### src/sac_pkg.sv
// Purpose: shared constants and types for the converter control unit
// Assumes: one 100 MHz clock, registers reached over a plain strobe port
// Notes: oscillator clock arrives as a one-cycle enable pulse
package sac_pkg;
  localparam logic [7:0] ADDR_STATUS_CONTROL = 8'h38;
  localparam logic [7:0] ADDR_RESULT = 8'h39;
  localparam logic [7:0] ADDR_CLOCK_CONFIG = 8'h3a;
  localparam int DONE_BIT = 7;
  localparam int IRQ_EN_BIT = 6;
  localparam int CONT_BIT = 5;
  localparam int SRC_BIT = 7;
  localparam logic [4:0] CHAN_RESET = 5'h1f;
  localparam logic [4:0] CHAN_OFF = 5'h1f;
  localparam logic [4:0] CHAN_REF_HIGH = 5'h1d;
  localparam logic [4:0] CHAN_REF_LOW = 5'h1e;
  localparam logic [4:0] CHAN_LAST_PORT = 5'h0e;
  localparam logic [4:0] CHAN_PORTD_FIRST = 5'h08;
  localparam logic [2:0] PRESC_RESET = 3'h0;
  localparam logic SRC_RESET = 1'b0;
  localparam logic [4:0] CONV_STEPS = 5'h10;
  localparam logic [7:0] RESULT_FULL = 8'hff;
  localparam logic [7:0] RESULT_ZERO = 8'h00;

  typedef struct packed {
    logic [7:0] addr;
    logic [7:0] wdata;
    logic wr;
    logic rd;
  } sac_bus_t;

  typedef enum logic [1:0] {
    SAC_IDLE = 2'b00,
    SAC_SYNC = 2'b01,
    SAC_CONV = 2'b10
  } sac_state_t;
endpackage

### src/sac_control.sv
// Purpose: digital control of an 8-bit successive-approximation converter
// Assumes: comparator output supplied by the analog macro each step
// Notes: port pin override drives direction and read-mux for ports b and d
// Functional notes
// - pin in use by converter reads zero if direction zero, else data latch.
// - high reference gives ff, low reference gives 00, linear between.
// - status/control write starts conversion, done after 16 to 17 converter clocks.
// - result loaded every completion, overwritten in continuous mode.
// - continuous bit restarts conversion after each completion until cleared.
// - continuous bit clear gives exactly one conversion per start.
// - in continuous mode done flag stays set until write or result read.
// - irq enable zero: done flag read-only, set on completion, cleared by access.
// - irq enable set raises a request at every conversion end.
// - irq enable set makes done bit writable as a service select.
// - pending request cleared on result read or status/control write.
// - reset clears done, irq enable and continuous bits.
// - channel codes 0-7 pick port b, 8-14 pick port d.
// - 1d converts high reference, 1e low reference, others unknown.
// - channel all ones powers down; reset loads all ones.
// - stop aborts conversion and idles; stays idle after stop exits until a status/control write.
// - wait mode keeps running; enabled request can wake processor.
// - prescaler 000 /1, 001 /2, 011 /8, 1xx /16.
// - source bit one selects bus clock, zero oscillator; reset selects oscillator.
// - selected pin forced to input, port writes ignored for it.
//
// Our own choice: the plain strobed port.
module sac_control
  import sac_pkg::*;
(
  input wire logic clk,
  input wire logic reset,
  input wire sac_bus_t bus,
  output logic [7:0] rdata,
  input wire logic osc_clk_en,
  input wire logic stop_mode,
  input wire logic wait_mode,
  input wire logic cmp_high,
  output logic [7:0] dac_code_q,
  output logic [4:0] mux_select_q,
  output logic analog_power_q,
  output logic irq_q,
  output logic wake_q,
  input wire logic [7:0] portb_ddr,
  input wire logic [7:0] portb_latch,
  input wire logic [7:0] portb_pin,
  input wire logic [6:0] portd_ddr,
  input wire logic [6:0] portd_latch,
  input wire logic [6:0] portd_pin,
  output logic [7:0] portb_read_q,
  output logic [6:0] portd_read_q,
  output logic [14:0] pin_input_force_q
);
  // ==========================================
  // helpers
  function automatic logic [14:0] chan_onehot(input logic [4:0] ch);
    logic [14:0] v;
    v = 15'h0000;
    if (ch <= CHAN_LAST_PORT)
      v[ch[3:0]] = 1'b1;
    return v;
  endfunction

  function automatic logic [4:0] presc_limit(input logic [2:0] p);
    logic [4:0] v;
    v = 5'h00;
    if (p[2])
      v = 5'h0f;
    else
      unique case (p[1:0])
        2'b00: v = 5'h00;
        2'b01: v = 5'h01;
        2'b10: v = 5'h03;
        2'b11: v = 5'h07;
      endcase
    return v;
  endfunction

  // ==========================================
  // registers
  logic done_q, irq_en_q, cont_q, src_q;
  logic [4:0] chan_q;
  logic [2:0] presc_q;
  logic [7:0] result_q;
  logic wr_sc, rd_res, complete;
  sac_state_t state_q;
  logic [4:0] div_q, step_q;
  logic conv_tick;

  assign wr_sc = bus.wr && bus.addr == ADDR_STATUS_CONTROL;
  assign rd_res = bus.rd && bus.addr == ADDR_RESULT;

  always_ff @(posedge clk)
  begin
    if (reset)
    begin
      irq_en_q <= 1'b0;
      cont_q <= 1'b0;
      chan_q <= CHAN_RESET;
    end
    else if (wr_sc)
    begin
      irq_en_q <= bus.wdata[IRQ_EN_BIT];
      cont_q <= bus.wdata[CONT_BIT];
      chan_q <= bus.wdata[4:0];
    end
  end

  always_ff @(posedge clk)
  begin
    if (reset)
    begin
      src_q <= SRC_RESET;
      presc_q <= PRESC_RESET;
    end
    else if (bus.wr && bus.addr == ADDR_CLOCK_CONFIG)
    begin
      src_q <= bus.wdata[SRC_BIT];
      presc_q <= bus.wdata[6:4];
    end
  end

  // completion set wins over a same-cycle clear
  always_ff @(posedge clk)
  begin
    if (reset)
      done_q <= 1'b0;
    else if (complete && !irq_en_q)
      done_q <= 1'b1;
    else if (wr_sc)
      done_q <= bus.wdata[IRQ_EN_BIT] ? bus.wdata[DONE_BIT] : 1'b0;
    else if (rd_res && !irq_en_q)
      done_q <= 1'b0;
  end

  always_ff @(posedge clk)
  begin
    if (reset)
      irq_q <= 1'b0;
    else if (complete && irq_en_q)
      irq_q <= 1'b1;
    else if (wr_sc || rd_res)
      irq_q <= 1'b0;
  end

  // request reaches the wake logic during wait
  always_ff @(posedge clk)
  begin
    if (reset)
      wake_q <= 1'b0;
    else
      wake_q <= wait_mode && complete && irq_en_q;
  end

  // ==========================================
  // converter clock divider
  always_ff @(posedge clk)
  begin
    if (reset || stop_mode)
    begin
      div_q <= 5'h00;
      conv_tick <= 1'b0;
    end
    else if (src_q || osc_clk_en)
    begin
      if (div_q >= presc_limit(presc_q))
      begin
        div_q <= 5'h00;
        conv_tick <= 1'b1;
      end
      else
      begin
        div_q <= div_q + 5'h01;
        conv_tick <= 1'b0;
      end
    end
    else
      conv_tick <= 1'b0;
  end

  // ==========================================
  // conversion sequencer: one sync tick then 16 steps
  always_ff @(posedge clk)
  begin
    if (reset)
    begin
      state_q <= SAC_IDLE;
      step_q <= 5'h00;
      dac_code_q <= RESULT_ZERO;
      result_q <= RESULT_ZERO;
      complete <= 1'b0;
    end
    else
    begin
      complete <= 1'b0;
      if (stop_mode)
        state_q <= SAC_IDLE;
      else if (wr_sc)
      begin
        // new channel decides: the old one may still be the off code
        state_q <= bus.wdata[4:0] != CHAN_OFF ? SAC_SYNC : SAC_IDLE;
        step_q <= 5'h00;
      end
      else if (chan_q == CHAN_OFF)
        state_q <= SAC_IDLE;
      else
        unique case (state_q)
          SAC_IDLE: ;
          SAC_SYNC:
            if (conv_tick)
            begin
              state_q <= SAC_CONV;
              step_q <= 5'h00;
              dac_code_q <= 8'h80;
            end
          SAC_CONV:
            if (conv_tick)
            begin
              if (step_q[0] == 1'b0)
                step_q <= step_q + 5'h01;
              else
              begin
                // odd step resolves one bit, sixteen steps total
                if (!cmp_high)
                  dac_code_q[3'(7 - step_q[3:1])] <= 1'b0;
                if (step_q[3:1] != 3'h7)
                  dac_code_q[3'(6 - step_q[3:1])] <= 1'b1;
                step_q <= step_q + 5'h01;
                if (step_q == CONV_STEPS - 5'h01)
                begin
                  result_q <= cmp_high ? dac_code_q : {dac_code_q[7:1], 1'b0};
                  complete <= 1'b1;
                  state_q <= cont_q ? SAC_SYNC : SAC_IDLE;
                end
              end
            end
          default: state_q <= SAC_IDLE;
        endcase
    end
  end

  always_ff @(posedge clk)
  begin
    if (reset)
    begin
      mux_select_q <= CHAN_RESET;
      analog_power_q <= 1'b0;
    end
    else
    begin
      mux_select_q <= chan_q;
      analog_power_q <= chan_q != CHAN_OFF && !stop_mode;
    end
  end

  // ==========================================
  // port override
  logic [14:0] sel;
  assign sel = chan_onehot(chan_q);

  genvar gi;
  generate
    for (gi = 0; gi < 15; gi++)
    begin : g_pin
      logic rv;
      if (gi < 8)
        assign rv = sel[gi] ? (portb_ddr[gi] ? portb_latch[gi] : 1'b0)
                            : (portb_ddr[gi] ? portb_latch[gi] : portb_pin[gi]);
      else
        assign rv = sel[gi] ? (portd_ddr[gi-8] ? portd_latch[gi-8] : 1'b0)
                            : (portd_ddr[gi-8] ? portd_latch[gi-8] : portd_pin[gi-8]);
      always_ff @(posedge clk)
      begin
        if (reset)
          pin_input_force_q[gi] <= 1'b0;
        else
          pin_input_force_q[gi] <= sel[gi];
      end
      if (gi < 8)
      begin : g_b
        always_ff @(posedge clk)
        begin
          if (reset)
            portb_read_q[gi] <= 1'b0;
          else
            portb_read_q[gi] <= rv;
        end
      end
      else
      begin : g_d
        always_ff @(posedge clk)
        begin
          if (reset)
            portd_read_q[gi-8] <= 1'b0;
          else
            portd_read_q[gi-8] <= rv;
        end
      end
    end
  endgenerate

  // ==========================================
  // read port
  always_ff @(posedge clk)
  begin
    if (reset)
      rdata <= 8'h00;
    else if (bus.rd)
      unique case (bus.addr)
        ADDR_STATUS_CONTROL: rdata <= {done_q, irq_en_q, cont_q, chan_q};
        ADDR_RESULT: rdata <= result_q;
        ADDR_CLOCK_CONFIG: rdata <= {src_q, presc_q, 4'h0};
        default: rdata <= 8'h00;
      endcase
    else
      rdata <= 8'h00;
  end

  // ==========================================
  // checks
  chk_irq_clear_access: assert property (@(posedge clk) disable iff (reset)
    (wr_sc || rd_res) && !(complete && irq_en_q) |=> !irq_q)
    else $error("request not cleared by access");
  chk_irq_on_done: assert property (@(posedge clk) disable iff (reset)
    complete && irq_en_q |=> irq_q)
    else $error("no request after conversion");
  chk_done_set: assert property (@(posedge clk) disable iff (reset)
    complete && !irq_en_q |=> done_q)
    else $error("done flag not set");
  chk_stop_abort: assert property (@(posedge clk) disable iff (reset)
    stop_mode |=> state_q == SAC_IDLE)
    else $error("conversion not aborted on stop");
  chk_single_idle: assert property (@(posedge clk) disable iff (reset)
    complete && !cont_q && !$past(wr_sc) |-> state_q == SAC_IDLE)
    else $error("single mode kept converting");
  chk_cont_restart: assert property (@(posedge clk) disable iff (reset)
    complete && cont_q && !stop_mode && chan_q != CHAN_OFF && !$past(wr_sc) |-> state_q == SAC_SYNC)
    else $error("continuous mode did not restart");
  chk_off_idle: assert property (@(posedge clk) disable iff (reset)
    chan_q == CHAN_OFF && !wr_sc |=> state_q == SAC_IDLE && !complete)
    else $error("powered down but converting");
  chk_result_load: assert property (@(posedge clk) disable iff (reset)
    complete |-> $past(state_q) == SAC_CONV)
    else $error("completion outside conversion");
  chk_result_hold: assert property (@(posedge clk) disable iff (reset)
    !complete |-> $stable(result_q))
    else $error("result changed without completion");
  chk_start_sync: assert property (@(posedge clk) disable iff (reset)
    wr_sc && bus.wdata[4:0] != CHAN_OFF && !stop_mode |=> state_q == SAC_SYNC)
    else $error("status write did not start");
  chk_step_bound: assert property (@(posedge clk) disable iff (reset)
    state_q == SAC_CONV |-> step_q < CONV_STEPS)
    else $error("too many conversion steps");
  chk_done_clear: assert property (@(posedge clk) disable iff (reset)
    ((wr_sc && !bus.wdata[IRQ_EN_BIT]) || (rd_res && !irq_en_q)) && !(complete && !irq_en_q) |=> !done_q)
    else $error("done flag not cleared by access");
  chk_done_written: assert property (@(posedge clk) disable iff (reset)
    wr_sc && bus.wdata[IRQ_EN_BIT] && !(complete && !irq_en_q) |=> done_q == $past(bus.wdata[DONE_BIT]))
    else $error("done bit not writable");
  chk_wake_wait: assert property (@(posedge clk) disable iff (reset)
    complete && irq_en_q && wait_mode |=> wake_q)
    else $error("no wake in wait mode");
  chk_power_off: assert property (@(posedge clk) disable iff (reset)
    chan_q == CHAN_OFF |=> !analog_power_q)
    else $error("analog side powered while off");
  chk_pin_read_zero: assert property (@(posedge clk) disable iff (reset)
    chan_q == 5'h00 && !portb_ddr[0] |=> !portb_read_q[0])
    else $error("selected input pin not read as zero");
  chk_force_input: assert property (@(posedge clk) disable iff (reset)
    chan_q == 5'h03 |=> pin_input_force_q == 15'h0008)
    else $error("selected pin not forced");
endmodule

### config.mk
export PLATFORM = sky130hd
export DESIGN_NAME = sac_control
export DESIGN_NICKNAME = d
export VERILOG_FILES = /design/src/sac_pkg.sv /design/src/sac_control.sv
export SDC_FILE = /design/constraint.sdc
export NUM_CORES = 1
export LEC_CHECK = 0
export ABC_AREA = 1
export BUFFER_PORTS_ARGS = -buffer_cell sky130_fd_sc_hd__buf_2
export CORE_UTILIZATION = 55
export DETAILED_ROUTE_END_ITERATION = 12
export PLACE_DENSITY = 0.85
export SLEW_MARGIN = 15
export SYNTH_ARGS = -nofsm -noshare
export SYNTH_HDL_FRONTEND = slang
export SYNTH_SLANG_ARGS = --single-unit
### constraint.sdc
create_clock -name clk -period 3.6 [get_ports clk]
set_input_delay 0.9 -clock clk [delete_from_list [all_inputs] [get_ports clk]]
set_output_delay 0.9 -clock clk [all_outputs]
set_load 0.02 [all_outputs]
==> results.txt <==
* Yosys top cell by area: dfxtp_1
* Post-CTS setup-driven buffer insertion count: 0
- The worst register-to-register path ends at result_q[2]$_SDFFE_PP0P_.
* Worst-case clock skew: 0.009901 ns
- In this run the tightest slew margin relative to its limit is 37.85%.
* CTS hold repair buffers: 0
- Pin placement for this block handled 123 I/O pins.
- Switching fraction of total power: 25.39%
- Using the TritonRoute via totals, the vias-per-cell ratio works out to 5.161.
* DRC Markers: 0
* Clock root buffer: clkbuf_8
- The HPWL after detailed placement is 7214 microns.
- The synthesized netlist contains 31 unique library cells.
- Run status: finished clean
- Portion of total power attributed to the clock network: 39.3%
- In this run, post-CTS repair resized a total of 0 instances.
- Worst skew pair latency: 0.37 ns
* Data required, critical path: 3.86 ns
* Share of the clock period used by the worst path after layout: 52.97%
- Routed length per placed instance: 12.64 microns
- Mean area per synthesized cell: 7.328 sq um
- In this run the power spent charging and discharging nets is between 0.4 and 0.5 mW.
- Clock Sinks: 88
* Arrival time of data at the critical path endpoint: 2.17 ns
* Die span in x: 87.22 microns
* Sequential element share of the synthesized area: roughly 44%
- Summed over all layers, the global routing overflow is 0.
* Power per cell area: 378.1 nW/um^2
- Total number of vias: 3953
* Number of iterations in the first detailed-routing pass: 5
- Total Routed Length: 9679 microns
- Antenna violations before repair: 0
- The H-tree was split into 3 levels.
* Maximum number of pins on one net before global-route repair: 45
- For this configuration, the core starts out at a cell density of 57.83%.
- In the final layout, the share of cells above drive strength 1 is around 23%.
* CP startpoint: step_q[1]$_SDFFE_PP0P_
* Top cells by area, synth: dfxtp_1, nand2_1, nor2_1
* Int Pwr: approximately 1.4 mW
- Hold-critical path endpoint: wake_q$_SDFF_PP0_
* CP Capture Type: register
- TritonCTS clock tree: done
- Final-report setup violation count: 0
- The final max-slew violation count is 0.
* Count leader, synth: nand2_1
* Area fraction of the dominant cell type after synthesis: 44.11%
- Worst r2r src: step_q[1]$_SDFFE_PP0P_
- Cells on Worst Hold Path: 2
* DIE AREA: 7606 sq um
* Launching element type of the critical path: register
- Final Critical Period: 1.907 ns
- Leakage power: between 2 and 2.5 nW
- Top achievable clock speed: 524.4 MHz
- Slack of the worst reg-to-reg path: 1.69 ns
- Number of max-cap violations: 0
- The Yosys step of the flow raised 0 warnings.
- Vias in the first global route: 3602
- The first global-routing pass estimated 15640 microns of wire.
- Row generation in the floorplan step produced 30 rows.
- Clock-pin slew of the registers on the worst-case setup and hold paths: 0.09 ns
- Routability Congestion: 0.9288
- The critical path is of the reg2reg type.
- Top FF cell, synth: dfxtp_1
- Post-route ant nets: 0
* Type of the most critical hold path: reg2reg
* Number of violations reported at the end of detailed-routing iteration 0: 208
- Register bit count reported by yosys: 88
* Nets: around 750
- Sequential cells account for between 50% and 60% of the total power.
- In this run, the combinational gates consume approximately 7% of the power.
- Async SR Flop Fraction: 0%
* Final count of hold timing violations: 0
* Fin Hold WS: 0.4748 ns
- Worst-margin pin slew: approximately 0.93 ns
- The number of clock buffers added by TritonCTS is 9.
- EDFF count, synth: 0
- Global routing consumed, over all layers together, 26.25% of the routing resources.
- The worst hold path begins at complete$_SDFF_PP0_.
* PortBufs: 122
- After floorplanning, the core was sized to cover between 6000 and 7000 sq um.
* Leading cell types by count after synthesis: nand2_1, dfxtp_1, nor2_1
- In this run the worst path has a maximum fanout of 17.
* Reg2Reg Depth: 9
- The repair_antennas step left the layout with diodes totalling 0.
* Die Span Y: 87.22 microns
- The synthesized netlist occupies a cell area of 3994 sq um.
- Setup repair after global routing missed its margin: false
* Max Root-Sink Buffers: 2
* IR drop worst, VDD: 0.3205 mV
* Final sum of negative setup slack: 0 ns
* Layout overhead on the synthesized area: 21.21%
* Synthesized instance count: approximately 550
* Total nets after synthesis: between 600 and 700
[cell usage in the layout (no fill, tap or decap)]
| cell | n |
|---|---|
| a21oi_1 | 44 |
| buf_2 | 122 |
| buf_4 | 1 |
| bufinv_16 | 1 |
| clkbuf_8 | 9 |
| clkinv_1 | 1 |
| clkinv_2 | 1 |
| clkinv_4 | 2 |
| clkinvlp_4 | 1 |
| dfxtp_1 | 88 |
| ha_1 | 13 |
| inv_1 | 66 |
| inv_2 | 3 |
| inv_6 | 1 |
| inv_8 | 1 |
| mux2i_1 | 1 |
| nand2_1 | 124 |
| nand2_2 | 1 |
| nand2_4 | 1 |
| nand3_1 | 28 |
| nand3_4 | 2 |
| nand3b_1 | 15 |
| nand3b_2 | 1 |
| nand4_1 | 5 |
| nand4_4 | 2 |
| nor2_1 | 87 |
| nor2_2 | 2 |
| nor2_4 | 1 |
| nor3_1 | 3 |
| nor3_4 | 1 |
| o211ai_1 | 2 |
| o21a_1 | 1 |
| o21ai_0 | 32 |
| or2_4 | 1 |
| xnor2_1 | 3 |
| xor2_1 | 3 |
[critical path, stage by stage (launching register included)]
cell	delay (ns)
dfxtp_1	0.46
ha_1	0.22
nand2_1	0.08
nor2_1	0.11
ha_1	0.17
nand2_1	0.09
nor3_4	0.16
nand4_4	0.26
nor2_1	0.20
nor2_1	0.06
[registers in the layout, summed over array words and instances (netlist names), 2 cells and up]
register and cells:
state_q 2, div_q 5, dac_code_q 8, chan_q 5
pin_input_force_q 15, portb_read_q 8, result_q 8, mux_select_q 5
portd_read_q 7, step_q 5, rdata 8, presc_q 3
[per-layer routing]
layer  routed length, microns  global-route usage, %
met1                     4140                  32.49
met4                      197                  10.58
met3                      589                  5.308
met2                     4750                  44.81
met5                        0                      0
[final cells by class]
| cell class | instances | area, sq um |
|---|---|---|
| clock buffer | 9 | 123.9 |
| clock inverter | 7 | 80.08 |
| fill | 583 | 2066 |
| inverter | 70 | 262.8 |
| multi-input combinational | 373 | 1874 |
| sequential | 88 | 1762 |
| tap | 96 | 120.1 |
| timing repair buffer | 123 | 618.1 |
[power by group through the flow]
stage / Clock (mW) / Combinational [mW] / Sequential, mW
after global routing: 0.763 / 0.135 / 0.989
after global placement: 0 / 0.119 / 1.01
final: 0.719 / 0.124 / 0.988
after CTS: 0.719 / 0.124 / 0.988
after floorplan: 0 / 0.0478 / 1.02
after detailed placement: 0 / 0.123 / 1.01
[stage by stage]
stage,cells,total power [mW],cell area (sq um),setup WS (ns),util (%)
2_1_floorplan,545,1.073,3994,1.733,-
3_3_place_gp,750,1.130,4637,1.485,67.14
3_5_place_dp,750,1.134,4637,1.430,67.14
4_1_cts,766,1.830,4841,1.694,70.09
5_1_grt,766,1.888,4841,1.467,70.09
6_report,766,1.830,4841,1.693,70.09
[worst max-delay path by stage]
stage,endpoint,depth (start not counted)
5_1_grt,result_q[5]$_SDFFE_PP0P_,10
3_5_place_dp,state_q[0]$_SDFFE_PP0P_,8
2_1_floorplan,step_q[4]$_SDFFE_PP0P_,9
6_report,result_q[2]$_SDFFE_PP0P_,9
3_3_place_gp,state_q[0]$_SDFFE_PP0P_,8
4_1_cts,result_q[2]$_SDFFE_PP0P_,9
[logic make-up after synthesis]
logic type / after synthesis / share of synthesized area (%)
muxes: 1 / 0.2506
buffers and inverters: 84 / 8.960
AOI/OAI and AO/OA: 79 / 10.09
and+or+nand+nor: 274 / 31.20
xor gates and xnor gates: 6 / 1.316
adders and majority gates: 13 / 4.073
DFF: 88 / 44.11
No activity file was read; power rests on OpenSTA's default activity.
